File: config.mk
export PLATFORM = sky130hd
export DESIGN_NAME = tpc_read_dma
export DESIGN_NICKNAME = d
export VERILOG_FILES = /design/src/design/tpc_pkg.sv /design/src/design/tpc_read_dma.sv /design/src/design/tpc_char_assembler.sv
export SDC_FILE = /design/constraint.sdc
export NUM_CORES = 1
export LEC_CHECK = 0
export BUFFER_PORTS_ARGS = -buffer_cell sky130_fd_sc_hd__buf_2
export CAP_MARGIN = 20
export CORE_MARGIN = 5
export CORE_UTILIZATION = 40
export CTS_CLUSTER_SIZE = 28
export DETAILED_ROUTE_END_ITERATION = 7
export GPL_TIMING_DRIVEN = 0
export PLACE_DENSITY_LB_ADDON = 0.08
export SYNTH_ARGS = -nofsm -noshare
export SYNTH_HDL_FRONTEND = slang
export SYNTH_SLANG_ARGS = --single-unit
File: constraint.sdc
create_clock -name clk_sys -period 4.45 [get_ports clk_sys]
set_input_delay 0.2225 -clock clk_sys [delete_from_list [all_inputs] [get_ports clk_sys]]
set_output_delay 0.2225 -clock clk_sys [all_outputs]
set_load 0.05 [all_outputs]
File: src/design/tpc_pkg.sv
// package: register map, field positions, reset values and states of the tape read dma path
package tpc_pkg;

	// register byte offsets
	localparam logic [7:0] TPC_OFS_STATUS    = 8'h00;
	localparam logic [7:0] TPC_OFS_COMMAND   = 8'h04;
	localparam logic [7:0] TPC_OFS_BRC       = 8'h08;
	localparam logic [7:0] TPC_OFS_CMA       = 8'h0C;
	localparam logic [7:0] TPC_OFS_DBUF      = 8'h10;
	localparam logic [7:0] TPC_OFS_READ_LINES = 8'h14;
	localparam logic [7:0] TPC_OFS_IRQ_STS   = 8'h18;
	localparam logic [7:0] TPC_OFS_IRQ_MASK  = 8'h1C;

	// command register fields
	localparam int TPC_CMD_GO      = 0;
	localparam int TPC_CMD_FN_LO   = 1;
	localparam int TPC_CMD_IRQ_EN  = 6;
	localparam int TPC_CMD_READY   = 7;
	localparam int TPC_CMD_SEL_LO  = 8;
	localparam int TPC_CMD_SEVEN   = 11;
	localparam int TPC_CMD_DEN_LO  = 13;
	localparam int TPC_CMD_ERR     = 15;
	localparam logic [15:0] TPC_CMD_WMASK = 16'h6F4E;

	// function codes
	localparam logic [2:0] TPC_FN_READ      = 3'h1;
	localparam logic [2:0] TPC_FN_SPACE_FWD = 3'h2;
	localparam logic [2:0] TPC_FN_SPACE_REV = 3'h3;

	// read lines register: end-of-record select bit
	localparam int TPC_RL_LRC_SEL = 14;

	// status register fields
	localparam int TPC_ST_UNIT_RDY = 0;
	localparam int TPC_ST_EOT      = 1;
	localparam int TPC_ST_BUS_ERR  = 2;
	localparam int TPC_ST_LATE     = 3;
	localparam int TPC_ST_TAPE_ERR = 4;
	localparam int TPC_ST_CU_RDY   = 5;

	// interrupt status bits
	localparam int TPC_IRQ_READY = 0;
	localparam int TPC_IRQ_ERROR = 1;

	// reset values
	localparam logic [15:0] TPC_RST_CMD  = 16'h0000;
	localparam logic [15:0] TPC_RST_BRC  = 16'h0000;
	localparam logic [17:0] TPC_RST_CMA  = 18'h00000;
	localparam logic [1:0]  TPC_RST_MASK = 2'h0;

	typedef enum logic [1:0] {
		TPC_ST_READY,
		TPC_ST_READ,
		TPC_ST_SPACE
	} tpc_state_e;

endpackage : tpc_pkg

File: src/design/tpc_read_dma.sv
// module: tape controller read dma path with apb registers and interrupt
`timescale 1ns/1ps
module tpc_read_dma
	import tpc_pkg::*;
(
	input  wire logic        clk_sys,
	input  wire logic        rst,
	input  wire logic        psel,
	input  wire logic        penable,
	input  wire logic        pwrite,
	input  wire logic [7:0]  paddr,
	input  wire logic [31:0] pwdata,
	output logic      [31:0] prdata,
	output logic             pready,
	output logic             pslverr,
	output logic             irq,
	input  wire logic        tape_read_strobe,
	input  wire logic        tape_crc_strobe,
	input  wire logic        tape_lrc_strobe,
	input  wire logic        tape_record_pulse,
	input  wire logic [8:0]  tape_char,
	input  wire logic        tape_unit_ready,
	input  wire logic        tape_eot,
	input  wire logic        tape_error,
	output logic             tape_go,
	output logic      [2:0]  tape_function,
	output logic      [2:0]  tape_unit_sel,
	output logic      [1:0]  tape_density,
	output logic             dma_req,
	input  wire logic        dma_ack,
	input  wire logic        dma_err,
	output logic      [17:0] dma_addr,
	output logic      [15:0] dma_wdata,
	output logic             dma_hi_byte
);

	typedef struct packed {
		tpc_state_e  st;
		logic [15:0] cmd;
		logic [15:0] brc;
		logic [17:0] cma;
		logic        lrc_sel;
		logic [1:0]  irq_sts;
		logic [1:0]  irq_mask;
		logic        bus_err;
		logic        late;
		logic        pend;
		logic        last;
		logic        rec_end;
		logic [31:0] prdata;
		logic        pready;
		logic        pslverr;
		logic        irq;
		logic        go;
		logic        dma_req;
		logic [17:0] dma_addr;
		logic [15:0] dma_wdata;
		logic        dma_hi;
	} tpc_main_s;

	tpc_main_s  s;
	tpc_main_s  next_s;
	logic [8:0] dbuf;
	logic       seven_ch;
	logic       ev_ready;
	logic       ev_error;
	logic       wr_go;
	logic       apb_wr;
	logic       apb_rd;

	// counter step with overflow detection, shared by transfers and records
	function automatic logic [16:0] tpc_step(input logic [15:0] v);
		tpc_step = {1'b0, v} + 17'h00001;
	endfunction : tpc_step

	// address decode: high when offset names a register
	function automatic logic tpc_mapped(input logic [7:0] a);
		case (a)
			TPC_OFS_STATUS, TPC_OFS_COMMAND, TPC_OFS_BRC, TPC_OFS_CMA,
			TPC_OFS_DBUF, TPC_OFS_READ_LINES, TPC_OFS_IRQ_STS,
			TPC_OFS_IRQ_MASK: tpc_mapped = 1'b1;
			default:          tpc_mapped = 1'b0;
		endcase
	endfunction : tpc_mapped

	assign seven_ch = s.cmd[TPC_CMD_SEVEN];

	// character assembly into the data buffer
	tpc_char_assembler u_asm (
		.clk_sys          (clk_sys),
		.rst              (rst),
		.seven_ch         (seven_ch),
		.lrc_sel          (s.lrc_sel),
		.tape_read_strobe (tape_read_strobe),
		.tape_crc_strobe  (tape_crc_strobe),
		.tape_lrc_strobe  (tape_lrc_strobe),
		.tape_char        (tape_char),
		.dbuf             (dbuf)
	);

	// apb access: one wait state; writes act at the edge that sees pready high, reads are captured at the edge that sees it low
	assign apb_wr = psel && penable && s.pready && pwrite && tpc_mapped(paddr);
	assign apb_rd = psel && penable && !s.pready && !pwrite;
	assign wr_go  = apb_wr && (paddr == TPC_OFS_COMMAND) && pwdata[TPC_CMD_GO];

	// next-state logic
	always_comb
	begin
		logic [16:0] bstep;
		logic [31:0] rd;
		bstep     = tpc_step(s.brc);
		rd        = 32'h00000000;
		next_s    = s;
		ev_ready  = 1'b0;
		ev_error  = 1'b0;
		next_s.go = 1'b0;

		// bus handshake
		next_s.pready  = psel && penable && !s.pready;
		next_s.pslverr = psel && penable && !s.pready && !tpc_mapped(paddr);

		// register reads
		case (paddr)
			TPC_OFS_STATUS:
			begin
				rd[TPC_ST_UNIT_RDY] = tape_unit_ready;
				rd[TPC_ST_EOT]      = tape_eot;
				rd[TPC_ST_BUS_ERR]  = s.bus_err;
				rd[TPC_ST_LATE]     = s.late;
				rd[TPC_ST_TAPE_ERR] = tape_error;
				rd[TPC_ST_CU_RDY]   = (s.st == TPC_ST_READY);
			end
			TPC_OFS_COMMAND:
			begin
				rd[15:0]           = s.cmd;
				rd[TPC_CMD_READY]  = (s.st == TPC_ST_READY);
				rd[TPC_CMD_ERR]    = s.bus_err || s.late || tape_error;
			end
			TPC_OFS_BRC:        rd[15:0] = s.brc;
			TPC_OFS_CMA:        rd[17:0] = s.cma;
			TPC_OFS_DBUF:       rd[8:0]  = dbuf;
			TPC_OFS_READ_LINES:
			begin
				rd[TPC_RL_LRC_SEL] = s.lrc_sel;
				rd[8:0]            = tape_char;
			end
			TPC_OFS_IRQ_STS:    rd[1:0] = s.irq_sts;
			TPC_OFS_IRQ_MASK:   rd[1:0] = s.irq_mask;
			default:            rd = 32'h00000000;
		endcase
		// read data stands only with pready; other answers carry zero
		next_s.prdata = apb_rd ? rd : 32'h00000000;

		// register writes; counters only loaded while idle
		if (apb_wr)
		begin
			case (paddr)
				TPC_OFS_COMMAND:
					next_s.cmd = pwdata[15:0] & TPC_CMD_WMASK;
				TPC_OFS_BRC:
					if (s.st == TPC_ST_READY)
						next_s.brc = pwdata[15:0];
				TPC_OFS_CMA:
					if (s.st == TPC_ST_READY)
						next_s.cma = pwdata[17:0];
				TPC_OFS_READ_LINES:
					next_s.lrc_sel = pwdata[TPC_RL_LRC_SEL];
				TPC_OFS_IRQ_MASK:
					next_s.irq_mask = pwdata[1:0];
				default:
					next_s.cmd = s.cmd;
			endcase
		end

		// function sequencing
		case (s.st)
			TPC_ST_READY:
			begin
				next_s.pend    = 1'b0;
				next_s.last    = 1'b0;
				next_s.rec_end = 1'b0;
				if (wr_go)
				begin
					next_s.go      = 1'b1;
					next_s.bus_err = 1'b0;
					next_s.late    = 1'b0;
					case (pwdata[TPC_CMD_FN_LO +: 3])
						TPC_FN_READ:      next_s.st = TPC_ST_READ;
						TPC_FN_SPACE_FWD: next_s.st = TPC_ST_SPACE;
						TPC_FN_SPACE_REV: next_s.st = TPC_ST_SPACE;
						default:          next_s.st = TPC_ST_READY;
					endcase
				end
			end
			TPC_ST_READ:
			begin
				if (tape_record_pulse)
					next_s.rec_end = 1'b1;
				// a strobe after the final transfer raises nothing
				if (tape_read_strobe && !s.last)
				begin
					if (s.pend)
					begin
						next_s.late = 1'b1;
						ev_error    = 1'b1;
						next_s.st   = TPC_ST_READY;
					end
					else
						next_s.pend = 1'b1;
				end
				// request once the buffer has taken the character
				if (s.pend && !s.dma_req && !s.last)
				begin
					next_s.dma_req   = 1'b1;
					next_s.dma_addr  = s.cma;
					next_s.dma_wdata = {dbuf[7:0], dbuf[7:0]};
					next_s.dma_hi    = s.cma[0];
				end
				if (s.dma_req && dma_err)
				begin
					next_s.dma_req = 1'b0;
					next_s.bus_err = 1'b1;
					ev_error       = 1'b1;
					next_s.st      = TPC_ST_READY;
				end
				else if (s.dma_req && dma_ack)
				begin
					next_s.dma_req = 1'b0;
					next_s.pend    = 1'b0;
					next_s.cma     = s.cma + 18'h00001;
					next_s.brc     = bstep[15:0];
					if (bstep[16])
					begin
						next_s.last = 1'b1;
						next_s.st   = TPC_ST_READY;
					end
				end
				if (s.rec_end && !s.pend && !s.dma_req)
					next_s.st = TPC_ST_READY;
				if (tape_error)
				begin
					ev_error  = 1'b1;
					next_s.st = TPC_ST_READY;
				end
			end
			TPC_ST_SPACE:
			begin
				if (tape_record_pulse)
				begin
					next_s.brc = bstep[15:0];
					if (bstep[16])
						next_s.st = TPC_ST_READY;
				end
				if (tape_error || tape_eot)
				begin
					ev_error  = tape_error;
					next_s.st = TPC_ST_READY;
				end
			end
			default:
				next_s.st = TPC_ST_READY;
		endcase

		// any return to the ready state drops the request line
		if (next_s.st == TPC_ST_READY)
			next_s.dma_req = 1'b0;

		ev_ready = (s.st != TPC_ST_READY) && (next_s.st == TPC_ST_READY);

		// sticky interrupt bits: write one clears, a new event wins
		if (apb_wr && paddr == TPC_OFS_IRQ_STS)
			next_s.irq_sts = s.irq_sts & ~pwdata[1:0];
		if (ev_ready)
			next_s.irq_sts[TPC_IRQ_READY] = 1'b1;
		if (ev_error)
			next_s.irq_sts[TPC_IRQ_ERROR] = 1'b1;

		// interrupt gated by mask and command enable
		next_s.irq = |(next_s.irq_sts & next_s.irq_mask)
			&& next_s.cmd[TPC_CMD_IRQ_EN];
	end

	// state register
	always_ff @(posedge clk_sys or posedge rst)
	begin
		if (rst)
		begin
			s          <= '0;
			s.st       <= TPC_ST_READY;
			s.cmd      <= TPC_RST_CMD;
			s.brc      <= TPC_RST_BRC;
			s.cma      <= TPC_RST_CMA;
			s.irq_mask <= TPC_RST_MASK;
		end
		else
			s <= next_s;
	end

	// outputs straight from state flops
	assign prdata        = s.prdata;
	assign pready        = s.pready;
	assign pslverr       = s.pslverr;
	assign irq           = s.irq;
	assign tape_go       = s.go;
	assign tape_function = s.cmd[TPC_CMD_FN_LO +: 3];
	assign tape_unit_sel = s.cmd[TPC_CMD_SEL_LO +: 3];
	assign tape_density  = s.cmd[TPC_CMD_DEN_LO +: 2];
	assign dma_req       = s.dma_req;
	assign dma_addr      = s.dma_addr;
	assign dma_wdata     = s.dma_wdata;
	assign dma_hi_byte   = s.dma_hi;

endmodule : tpc_read_dma

File: src/design/tpc_char_assembler.sv
// module: assembles tape characters into the data buffer
`timescale 1ns/1ps
module tpc_char_assembler
	import tpc_pkg::*;
(
	input  wire logic       clk_sys,
	input  wire logic       rst,
	input  wire logic       seven_ch,
	input  wire logic       lrc_sel,
	input  wire logic       tape_read_strobe,
	input  wire logic       tape_crc_strobe,
	input  wire logic       tape_lrc_strobe,
	input  wire logic [8:0] tape_char,
	output logic      [8:0] dbuf
);

	typedef struct packed {
		logic [8:0] dbuf;
	} tpc_asm_s;

	tpc_asm_s s;
	tpc_asm_s next_s;

	// choose what lands in the buffer; bit 8 carries parity
	always_comb
	begin
		next_s = s;
		if (tape_read_strobe)
		begin
			if (seven_ch)
				next_s.dbuf = {tape_char[8], 2'b00, tape_char[5:0]};
			else
				next_s.dbuf = tape_char;
		end
		else if (!seven_ch && tape_crc_strobe && !lrc_sel)
			next_s.dbuf = tape_char;
		else if (!seven_ch && tape_lrc_strobe && lrc_sel)
			next_s.dbuf = tape_char;
		else if (seven_ch && tape_lrc_strobe && lrc_sel)
			next_s.dbuf = {tape_char[8], 2'b00, tape_char[5:0]};
	end

	// state register
	always_ff @(posedge clk_sys or posedge rst)
	begin
		if (rst)
			s <= '0;
		else
			s <= next_s;
	end

	assign dbuf = s.dbuf;

endmodule : tpc_char_assembler

After elaboration in Yosys (flattened, before gate mapping)
Memories as Yosys holds them, arrays and structs flattened.
Cells that the tools add are included.
- output and inout port bits: 80
- bits of input ports: 63
- register bits: 123
- logic and storage cells: 172
- bits in read-only memories: 64
- memories kept: 2
- eq/ne operators: 20
- multiplexer cells: 67
- add/subtract/negate cells: 2
- bitwise gates (word level): 3
- reductions and logical operators: 55
- memories (name ; depth ; width ; rd ports ; clocked after memory_dff ; write ports ; line ; text):
    (no name shown) ; 32 ; 1 ; 1 ; 0 ; 0 ; tpc_read_dma.sv:78 ; case (a)
    (no name shown) ; 32 ; 1 ; 1 ; 0 ; 0 ; tpc_read_dma.sv:78 ;
- operator list (cell ; count):
    $mux 18 ; 4
    $mux 36 ; 2
    $mux 34 ; 2
    $mux 16 ; 3
    $mux 42 ; 1
    $mux 2 ; 19
    $mux 9 ; 4
    $eq 8x5->1 const B ; 4
    $pmux 16 s2 ; 1
    $logic_and 1x1->1 ; 25
    $pmux 4 s6 ; 1
    $mux 1 ; 19
    $add 18x1->18 const B ; 1
    $add 16x1->17 const B ; 1
    $eq 8x4->1 const B ; 2
    $ne 2x2->1 const B ; 8
    $pmux 2 s8 ; 1
    $pmux 3 s5 ; 1
    $pmux 5 s3 ; 1
    $pmux 5 s2 ; 1
    $reduce_and 2->1 ; 5
    $eq 8x3->1 const B ; 1
    $logic_not 1->1 ; 8
    $logic_not 8->1 ; 1
    21 further kinds ; 31

Depth between registers and ports, before layout
Gate-level depths: netlist (run 1).
- depth after elaboration: 15
- mapped depth: 8
- gate-level depth less buffers: 7

Modules after synthesis
From an unflattened synthesis (run 1), not the netlist that was laid out.
- cell total of the unflattened synthesis: 636
- area total of the unflattened synthesis: 6471.2 um2
- modules (own cells, without submodules) (module ; cells each ; seq. area each (um2) ; times used ; area each (um2)):
    tpc_read_dma ; 612 ; 2627.5 ; 1 ; 6084.6
    tpc_char_assembler ; 24 ; 225.2 ; 1 ; 386.6

Worst setup path before layout (run 1)
No wires, ideal clock.
- path type: register to register
- from: register s (netlist bit pready)
- to: register s (netlist bit irq)
- cell stages (with the launch flop): 6
- arrival time: 2.041 ns
- library setup time: 0.127 ns
- clock period less this slack: 2.167 ns
- buffers on the path: 0
- path slack: 2.283 ns
- data required time: 4.323 ns
- cells stage by stage: dfrtp_1 -> nand4_1 -> or4_4 -> mux2_4 -> o211ai_1 -> o21ai_1
- RTL lines (what ; line ; text):
    start: declaration ; tpc_read_dma.sv:61 ; tpc_main_s s;
    start signal: assignment ; tpc_read_dma.sv:296 ; s <= next_s;

Worst setup path after layout (run 1)
- from: register s[133] (netlist name)
- to: register s (netlist bit dma_wdata[11])
- word-level cells in the longest chain between the ends: 2
- RTL lines (what ; line ; text):
    $eq 2x1->1 ; tpc_read_dma.sv:176 ; case (s.st)
    $reduce_and 2->1 (no source line) ; n/a ;
No other way between the ends.
A chain may end at the register's enable or synchronous reset.

==> summary.md, run 1 <==
| Metric | Value |
|---|---|
| Grt met2 use | `0.3240` |
| Max Clock Freq | `377.3 MHz` |
| Largest net degree at the start of global routing | `75` |
| Sink Count | `114` |
| P_int | `2031 µW` |
| Setup ws final | `1799 ps` |
| Initial antenna violation count | `0` |
| Post-Syn Instances | `649` |
| Top Ports | `143` |
| Clock Latency Late Sink | `420 ps` |
| Post-synth ARST share | `1.000` |
| Core Area | `15,940 µm²` |
| Post-CTS setup buffer count | `0` |
| Critical path class | `reg -> reg` |
| Final Hold Vio Count | `0` |
| RSZ-0062 raised after global routing | `no` |
| Clk root buf | `clkbuf_16` |
| Post-synthesis mux area share | `0.09987` |
| Synth Cell Area | `6502 µm²` |
| Worst endpoint data arrival time | `2950 ps` |
| Final instance area | `8045 µm²` |
| Routed len/inst | `18.71 µm` |
| DR pass1 iterations | `5` |
| Sequential Power Share | `0.404` |
| DR vias | `5,460` |
| Flops & latches, synth | `114` |
| Clock-pin slew on the worst setup and hold paths | `50 ps` |
| Grt total ovfl | `0` |
| Switch Pwr | `585.2 µW` |
| Worst VDD drop | `229.0 µV` |
| Drc violations | `0` |
| Final min period | `2651 ps` |
| Crit path capture type | `flip-flop` |
| Status | `finished clean` |
| Layout area overhead | `23.73%` |
| Final #Nets | `865` |
| Worst EP required | `4750 ps` |
| Pwr/cell area | `325.2 nW/µm²` |
| Slew Limit Fails | `0` |
| Die H | `137.5 µm` |
| Simple logic cell fraction of the synthesized area | `0.1739` |
| Max-slew headroom | `0.4236` |
| Initial drt markers | `518` |
| Path depth of the worst reg2reg path | `6` |
| Critical path launch point type | `flip-flop` |
| Clk pwr share | `0.537` |
| CTS max path bufs | `2` |
| Die Footprint | `18,910 µm²` |
| Post-Synth Adder-Cell Area | `0.01155` |
| Main synth FF type | `dfrtp_1` |
| First-pass GRT wire length | `29,980 µm` |
| Yosys warnings | `0` |
| N_diodes | `0` |
| Vias per cell | `5.327` |
| Post-synthesis cell type count | `73` |
| R2R Setup Slk | `1800 ps` |
| Num rows | `46` |
| DP HPWL | `14,800 µm` |
| Share of cells above drive strength 1 | `0.3696` |
| Via count of the first global-routing pass | `5,413` |
| GP Congestion | `0.9118` |
| Antenna-violating nets left | `0` |
| Port Buffers | `113` |
| Final setup violation count | `0` |
| CTS buffer count | `17` |
| Worst Hold Class | `in -> reg` |
| CP max FO | `10` |
| H-tree Lvls | `4` |
| Hold Crit Depth | `3` |
| Dpl ws | `1762 ps` |
| Hold_ws | `37.13 ps` |
| XOR/XNOR Fraction of Synth Area | `0` |
| Routed wire length | `19,180 µm` |
| FILL cells | `1,538` |
| Cts repair resizes | `0` |
| Total Routing Usage GR | `0.2109` |
| Compound-Gate Fraction of Synth Area | `0.1595` |
| Sw frac | `0.2237` |
| CTS tree | `yes` |
| Post-synthesis sequential area ratio | `0.4387` |
| Final Cycle Share | `0.5957` |
| Mean Syn Cell Area | `10.02 µm²` |
| Logic pwr share | `0.059` |
| P_leak | `0.003976 µW` |
| Clk_skew | `7.343 ps` |
| Hold Crit Start | `tape_char[7]` |
| MaxCap Viol Count | `0` |
| Largest family of logic cells by synthesized area | `simple AND/OR/NAND/NOR gates` |
| RR Startpoint | `s[133]` |
| Post-synth EDFFs | `0` |
| Busiest layer in global routing | `met2` |
| Worst Tran Pin Value | `858.9 ps` |
| Die width | `137.5 µm` |
| Starting Density | `0.4079` |
| M1 GR Usage | `0.2935` |
| Crit path launch | `s[133]` |
| Met3 usage | `0.04894` |
| Placed Area | `7420 µm²` |
what timing repair did:
item                                   4_1_cts  5_1_grt
endpoints found under the hold margin       40        0
hold buffers                                 1        0
setup endpoints to repair                    0        0
per-layer routing:
metal	share of wire	vias up
li1	-	2607
met3	0.058	28
met1	0.45	2643
met2	0.47	182
met5	0	-
met4	0.022	0
cells in the final DEF, fill, tap and decap left out, types with 15 or more instances in the layout:
| master | Yosys | routed |
|---|---|---|
| a22oi_1 | 15 | 15 |
| clkbuf_1 | 15 | 17 |
| buf_2 | 7 | 120 |
| clkbuf_16 | 0 | 17 |
| o21ai_0 | 26 | 26 |
| dfrtp_1 | 114 | 114 |
| a21oi_1 | 45 | 45 |
| mux2_2 | 47 | 47 |
| buf_4 | 74 | 74 |
| inv_1 | 19 | 18 |
| nor2_1 | 39 | 39 |
| nand3_1 | 19 | 19 |
| nor3_1 | 19 | 19 |
| nand2_1 | 43 | 43 |
metrics by stage:
stage | instances | total power [µW] | TNS, ps | utilization
final | 1025 | 2616 | 0 | 0.5046
after global routing | 1025 | 2716 | 0 | 0.5046
after floorplan | 662 | 1165 | 0 | -
after detailed placement | 992 | 1228 | 0 | 0.4654
after CTS | 1025 | 2641 | 0 | 0.5046
after global placement | 991 | 1224 | -25970 | 0.4634
power groups by stage:
stage	sequential, µW	combinational [µW]	clock (µW)
2_1_floorplan	1070	90.5	0
3_3_place_gp	1070	149	0
3_5_place_dp	1070	154	0
4_1_cts	1060	155	1430
5_1_grt	1060	168	1490
6_report	1060	155	1400
worst paths after layout:
path	end
max in group asynchronous	dma_addr[14]
worst min-delay path	u_asm.dbuf[7]
worst min register to register	dma_addr[5]
min in group asynchronous	dma_wdata[13]
worst max register to register	dma_wdata[11]
worst max-delay path	dma_wdata[11]
synthesized netlist by cell type, drive strengths merged (4+ instances only):
library cell / number / area, µm²
mux2i: 6 / 60.06
a21o: 4 / 30.03
inv: 19 / 71.32
a211oi: 7 / 52.55
a222oi: 5 / 50.05
nor2: 39 / 146.4
a22oi: 15 / 112.6
mux2: 48 / 544.3
o221a: 5 / 56.30
a21oi: 45 / 225.2
ha: 6 / 75.07
and4: 5 / 43.79
buf: 85 / 620.6
o21ai: 29 / 145.1
and2: 7 / 43.79
a31oi: 7 / 43.79
nand4: 13 / 87.58
and3: 10 / 62.56
a221o: 4 / 40.04
nor3: 20 / 111.4
or4: 4 / 37.53
a211o: 4 / 35.03
clkbuf: 16 / 61.30
nand3: 21 / 115.1
dfrtp: 114 / 2853
nor4: 10 / 122.6
nand2: 43 / 161.4
final cells by class:
type	instances	area, µm²	area share
inverter	19	76.32	0.009487
clock buffer	23	488.0	0.06065
timing repair buffer	115	603.1	0.07496
clock inverter	9	127.6	0.01586
sequential	114	2853	0.3546
buffer	101	681.9	0.08476
tap	216	270.3	0.03359
multi-input combinational	428	2945	0.3661
kinds of logic (layout without fill, tap and decap cells):
kind of cell	after synthesis	in the layout
compound gates	154	154
flops	114	114
buf+inv	120	267
mux	56	56
other cells	1	14
simple gates	198	198
fa+ha+maj	6	6
flip-flops by register name, summed over array words and instances (netlist names):
name and flops:
s 48, tape_unit_sel 3, pready 1, u_asm.dbuf 9, tape_go 1, dma_req 1
prdata 18, tape_density 2, dma_addr 18, irq 1, tape_function 3, pslverr 1
dma_wdata 8
critical path, stage by stage, from the launching register on:
cell	delay, ps
dfrtp_1	430
inv_1	120
ha_1	290
and3b_1	190
clkbuf_1	520
buf_1	570
mux2_2	400
Note: power is estimated with default switching activity, not from simulation.
==> inputs of run 2 (changes only) <==
==> constraint.sdc (replaced) <==
create_clock -name clk_sys -period 2.5 [get_ports clk_sys]
set_input_delay 0.125 -clock clk_sys [delete_from_list [all_inputs] [get_ports clk_sys]]
set_output_delay 0.125 -clock clk_sys [all_outputs]
set_load 0.05 [all_outputs]
==> summary.md, run 2 (synthesis results as in run 1) <==
| Metric | Value |
|---|---|
| Setup TNS | `0 ps (unchanged)` |
| DR vias | `5,630 (was 5,460)` |
| Num rows | `46 (unchanged)` |
| Final #Nets | `883 (was 865)` |
| Initial antenna violation count | `0 (unchanged)` |
| Sw frac | `0.2278 (was 0.2237)` |
| CP peak stage delay | `540 ps (was 570 ps)` |
| Cell family with most CP delay | `compound AO/OA/AOI/OAI gates (was buffers and inverters)` |
| Worst Hold Class | `in -> reg (unchanged)` |
| Vias per cell | `5.413 (was 5.327)` |
| Die H | `137.5 µm (unchanged)` |
| Most flops, register | `s (unchanged)` |
| Crit path capture type | `flip-flop (unchanged)` |
| DP HPWL | `15,060 µm (was 14,800 µm)` |
| Initial drt markers | `511 (was 518)` |
| Core Area | `15,940 µm² (unchanged)` |
| Drc violations | `0 (unchanged)` |
| Max Clock Freq | `418.6 MHz (was 377.3 MHz)` |
| Slowest CP cell | `a221oi_2 (was buf_1)` |
| Grt total ovfl | `0 (unchanged)` |
| Max-slew headroom | `0.4205 (was 0.4236)` |
| P_leak | `0.004042 µW (was 0.003976 µW)` |
| Layout area overhead | `26.02% (was 23.73%)` |
| Worst EP required | `2800 ps (was 4750 ps)` |
| Clk pwr share | `0.510 (was 0.537)` |
| Pwr/cell area | `544.1 nW/µm² (was 325.2 nW/µm²)` |
| RSZ-0062 raised after global routing | `yes (was no)` |
| CTS buffer count | `17 (unchanged)` |
| Crit path top cell by count | `inv_1` |
| Sequential Power Share | `0.422 (was 0.404)` |
| Worst VDD drop | `432.0 µV (was 229.0 µV)` |
| Die width | `137.5 µm (unchanged)` |
| Fin cells | `1,040 (was 1,025)` |
| Via count of the first global-routing pass | `5,586 (was 5,413)` |
| DR pass1 iterations | `5 (unchanged)` |
| Number of flip-flops in the largest register | `48 (unchanged)` |
| Commonest cells after routing, fill and taps aside | `121 x buf_2, 114 x dfrtp_1, 75 x buf_4 (was 120 x buf_2, 114 x dfrtp_1, 74 x buf_4)` |
| Inst Count DP | `993 (was 992)` |
| Final min period | `2389 ps (was 2651 ps)` |
| Worst Tran Pin Value | `863.4 ps (was 858.9 ps)` |
| Top Ports | `143 (unchanged)` |
| Slew Limit Fails | `0 (unchanged)` |
| CTS tree | `yes (unchanged)` |
| Largest net degree at the start of global routing | `42 (was 75)` |
| Most common cell after layout, fill and taps aside | `buf_2 (unchanged)` |
| Clock-pin slew on the worst setup and hold paths | `50 ps (about the same)` |
| Routed len/inst | `18.91 µm (was 18.71 µm)` |
| Routed wire length | `19,660 µm (was 19,180 µm)` |
| Clk root buf | `clkbuf_16 (unchanged)` |
| Port Buffers | `113 (unchanged)` |
| Starting Density | `0.4079 (unchanged)` |
| Final Cycle Share | `0.9557 (was 0.5957)` |
| Critical path buffer and inverter count | `2 (was 3)` |
| N_diodes | `0 (unchanged)` |
| Hold_ws | `5.550 ps (was 37.13 ps)` |
| CTS max path bufs | `2 (unchanged)` |
| Share of cells above drive strength 1 | `0.3726 (was 0.3696)` |
| Switch Pwr | `1016 µW (was 585.2 µW)` |
| MaxCap Viol Count | `0 (unchanged)` |
| Final setup violation count | `0 (unchanged)` |
| First-pass GRT wire length | `30,860 µm (was 29,980 µm)` |
| Antenna-violating nets left | `0 (unchanged)` |
| H-tree Lvls | `4 (unchanged)` |
| Cell Chain, Critical Path | `inv_1, ha_1, inv_1, a221oi_2, nor2_2, a21o_1, a221o_1 (was inv_1, ha_1, and3b_1, clkbuf_1, buf_1, mux2_2)` |
| Total Routing Usage GR | `0.2154 (was 0.2109)` |
| Status | `finished clean (unchanged)` |
| Clock Latency Late Sink | `420 ps (about the same)` |
| Die Footprint | `18,910 µm² (unchanged)` |
| P_int | `3443 µW (was 2031 µW)` |
| Worst endpoint data arrival time | `2690 ps (was 2950 ps)` |
| Total power | `4458 µW (was 2616 µW)` |
| GP Congestion | `0.9059 (was 0.9118)` |
| Critical path launch point type | `flip-flop (unchanged)` |
| CP max FO | `8 (was 10)` |
| Logic pwr share | `0.067 (was 0.059)` |
| Critical path class | `reg -> reg (unchanged)` |
| Clk_skew | `10.85 ps (was 7.343 ps)` |
| Sink Count | `114 (unchanged)` |
| Fin util | `0.5140 (was 0.5046)` |
| Final Hold Vio Count | `0 (unchanged)` |
## run 2: timing repair
item | 4_1_cts | 5_1_grt
endpoints found under the setup margin | 27 | 24
resized for setup | 4 | 8
hold endpoints to repair | 53 | 0
pin swaps | 1 | 1
hold buffers | 18 | 0
setup buffers | 1 | 0
## run 2: metrics by stage
| step | instance area [µm²] | worst slack [ps] |
|---|---|---|
| floorplan | 6555 | 333.0 |
| global placement | 7391 | -177.0 |
| detailed placement | 7431 | -216.9 |
| CTS | 8178 | 12.69 |
| global route | 8194 | -49.08 |
| finish | 8194 | 110.9 |
## run 2: worst reg2reg max path, cell delays in order, from the launching register on
cell      delay [ps]
dfrtp_1          440
inv_1            120
ha_1             390
inv_1             70
a221oi_2         540
nor2_2           230
a21o_1           210
a221o_1          280
## run 2: layout make-up
| class | count | area (µm²) |
|---|---|---|
| buffer | 100 | 684.4 |
| clock buffer | 24 | 501.7 |
| clock inverter | 5 | 52.55 |
| fill | 1506 | 7749 |
| inverter | 19 | 75.07 |
| multi-input combinational | 428 | 2964 |
| sequential | 114 | 2853 |
| tap | 216 | 270.3 |
| timing repair buffer | 134 | 793.3 |
## run 2: path summary, 6_finish.rpt
check | from | endpoint | slack [ps] | depth (start not counted)
worst max-delay path | s[132] | s[114] | 110 | 7
worst min-delay path | pwdata[12] | s[112] | 6 | 3
worst max register to register | s[132] | s[114] | 110 | 7
worst min register to register | dma_addr[17] | dma_addr[17] | 510 | 1
max in group asynchronous | rst | s[108] | 1160 | 5
min in group asynchronous | rst | dma_wdata[12] | 400 | 3
## run 2: power by group through the flow
stage                     registers (µW)  logic (µW)  clock network [µW]
after floorplan                     1910         162                   0
after global placement              1910         266                   0
after detailed placement            1910         278                   0
after CTS                           1880         301                2320
after global routing                1880         329                2420
final                               1880         300                2280
## run 2: routing by layer
metal  up-vias  GRT usage  part of all wire
met3        46    0.04821             0.049
met2       166     0.3270              0.46
li1       2649          -                 -
met5         -          0                 0
met4         0    0.09202             0.032
met1      2769     0.2960              0.45
==> inputs of run 3 (changes only) <==
--- a/config.mk
+++ b/config.mk
@@ -5,14 +5,15 @@
 export SDC_FILE = /design/constraint.sdc
 export NUM_CORES = 1
 export LEC_CHECK = 0
-export BUFFER_PORTS_ARGS = -buffer_cell sky130_fd_sc_hd__buf_2
 export CAP_MARGIN = 20
 export CORE_MARGIN = 5
 export CORE_UTILIZATION = 40
 export CTS_CLUSTER_SIZE = 28
 export DETAILED_ROUTE_END_ITERATION = 7
+export DONT_BUFFER_PORTS = 1
 export GPL_TIMING_DRIVEN = 0
 export PLACE_DENSITY_LB_ADDON = 0.08
+export SETUP_SLACK_MARGIN = 0.1
 export SYNTH_ARGS = -nofsm -noshare
 export SYNTH_HDL_FRONTEND = slang
 export SYNTH_SLANG_ARGS = --single-unit
==> summary.md, run 3 (synthesis results as in run 1) <==
| Metric | Value |
|---|---|
| Status | `finished clean (unchanged)` |
| Most common cell after layout, fill and taps aside | `dfrtp_1 (was buf_2)` |
| Dpl ws | `-220.6 ps (was -216.9 ps)` |
| Layout area overhead | `21.05% (was 26.02%)` |
| Total Routing Usage GR | `0.2137 (was 0.2154)` |
| Largest net degree at the start of global routing | `45 (was 42)` |
| CP max FO | `10 (was 8)` |
| Die width | `137.5 µm (unchanged)` |
| Slew Limit Fails | `0 (unchanged)` |
| Reg area | `2855 µm² (was 2853 µm²)` |
| Hold Crit Depth | `2 (was 3)` |
| N_diodes | `0 (unchanged)` |
| Pwr/cell area | `568.9 nW/µm² (was 544.1 nW/µm²)` |
| Sink Count | `114 (unchanged)` |
| Final setup violation count | `0 (unchanged)` |
| CTS max path bufs | `2 (unchanged)` |
| Vias per cell | `5.608 (was 5.413)` |
| Footprint of the multi-input gates | `2998 µm² (was 2964 µm²)` |
| Port Buffers | `0 (was 113)` |
| Grt total ovfl | `0 (unchanged)` |
| Antenna-violating nets left | `0 (unchanged)` |
| Clock Latency Late Sink | `420 ps (about the same)` |
| GP Congestion | `0.8625 (was 0.9059)` |
| Most flops, register | `s (unchanged)` |
| Starting Density | `0.4079 (unchanged)` |
| Die Footprint | `18,910 µm² (unchanged)` |
| Commonest cells after routing, fill and taps aside | `112 x dfrtp_1, 78 x buf_4, 47 x mux2_2 (was 121 x buf_2, 114 x dfrtp_1, 75 x buf_4)` |
| Worst EP required | `2800 ps (about the same)` |
| Core Area | `15,940 µm² (unchanged)` |
| Routed wire length | `19,570 µm (was 19,660 µm)` |
| Worst VDD drop | `460.1 µV (was 432.0 µV)` |
| Inst Count DP | `880 (was 993)` |
| R2R Setup Slk | `180 ps (was 110 ps)` |
| H-tree Lvls | `4 (unchanged)` |
| Hold Crit Start | `pwdata[1] (was pwdata[12])` |
| MaxCap Viol Count | `0 (unchanged)` |
| Routed len/inst | `20.58 µm (was 18.91 µm)` |
| Critical path class | `reg -> reg (unchanged)` |
| Final #Nets | `791 (was 883)` |
| Critical path launch point type | `flip-flop (unchanged)` |
| Clk root buf | `clkbuf_16 (unchanged)` |
| Clock-pin slew on the worst setup and hold paths | `50 ps (about the same)` |
| DR pass1 iterations | `5 (unchanged)` |
| RR Startpoint | `s[132] (unchanged)` |
| Setup ws final | `184.7 ps (was 110.9 ps)` |
| WHS Endpoint | `s[80] (was s[112])` |
| Hold_ws | `20.24 ps (was 5.550 ps)` |
| Max-slew headroom | `0.4344 (was 0.4205)` |
| Initial drt markers | `582 (was 511)` |
| Fin cells | `951 (was 1,040)` |
| Final min period | `2315 ps (was 2389 ps)` |
| Number of flip-flops in the largest register | `48 (unchanged)` |
| Worst Hold Class | `in -> reg (unchanged)` |
| First-pass GRT wire length | `30,470 µm (was 30,860 µm)` |
| Path depth of the worst reg2reg path | `7 (unchanged)` |
| Top Ports | `143 (unchanged)` |
| Drc violations | `0 (unchanged)` |
| Crit path capture type | `flip-flop (unchanged)` |
| CTS buffer count | `17 (unchanged)` |
| Worst Tran Pin Value | `842.7 ps (was 863.4 ps)` |
| DP HPWL | `14,660 µm (was 15,060 µm)` |
| Initial antenna violation count | `0 (unchanged)` |
| P_leak | `0.003573 µW (was 0.004042 µW)` |
| RSZ-0062 raised after global routing | `yes (unchanged)` |
| Clk_skew | `6.302 ps (was 10.85 ps)` |
| DR vias | `5,333 (was 5,630)` |
| Max Clock Freq | `431.9 MHz (was 418.6 MHz)` |
| CTS tree | `yes (unchanged)` |
| Fin util | `0.4937 (was 0.5140)` |
| Num rows | `46 (unchanged)` |
| FILL cells | `1,522 (was 1,506)` |
| Share of cells above drive strength 1 | `0.2803 (was 0.3726)` |
| Via count of the first global-routing pass | `5,346 (was 5,586)` |
| Final Cycle Share | `0.9261 (was 0.9557)` |
| Reg2reg end | `s[84] (was s[114])` |
| Die H | `137.5 µm (unchanged)` |
| Final Hold Vio Count | `0 (unchanged)` |
| Worst endpoint data arrival time | `2620 ps (was 2690 ps)` |
run 3: timing repair:
item	in CTS	in global routing
setup buffers	4	0
setup endpoints to repair	42	36
pin swaps	1	2
endpoints found under the hold margin	106	0
hold buffers	35	0
gates resized for setup	10	12
run 3: worst max path at each step:
| stage | from | end | slack [ps] | cells after the start |
|---|---|---|---|---|
| final | s[132] | s[84] | 180 | 7 |
| after global routing | s[132] | s[84] | 60 | 7 |
| after CTS | s[132] | s[114] | 70 | 7 |
| after detailed placement | s[133] | dma_wdata[10] | -220 | 6 |
| after global placement | s[133] | dma_wdata[11] | -180 | 6 |
| after floorplan | pready | irq | 330 | 5 |
run 3: worst max-delay path, cell delays in order, from the launching register on:
cell,delay [ps]
dfrtp_1,390
buf_4,160
ha_2,230
and4b_2,260
clkbuf_4,200
a21oi_1,560
nor2_1,130
o221a_2,270
run 3: final cells by class:
cell class	instances	share of cell area
sequential	114	0.3627
timing repair buffer	41	0.05341
buffer	101	0.08759
clock buffer	21	0.05722
multi-input combinational	428	0.3809
inverter	19	0.009537
clock inverter	11	0.01431
tap	216	0.03433
run 3: metrics by stage:
step	cell area (µm²)	total power, µW	TNS [ps]
6_report	7871	4478	0
2_1_floorplan	6555	2075	0
4_1_cts	7830	4514	0
5_1_grt	7871	4645	0
3_3_place_gp	6825	2107	-2261
3_5_place_dp	6865	2117	-3373
run 3: report_power, final:
part | switching (µW) | total (µW) | internal, µW
clock | 848 | 2320 | 1480
sequential | 23.0 | 1890 | 1870
combinational | 168 | 265 | 96.3
run 3: metal layers:
layer | vias up | routed length [µm] | global-route usage
met4 | 0 | 448 | 0.06707
li1 | 2469 | - | -
met3 | 36 | 1407 | 0.05588
met1 | 2625 | 8357 | 0.2909
met2 | 203 | 9355 | 0.3332
met5 | - | 0 | 0
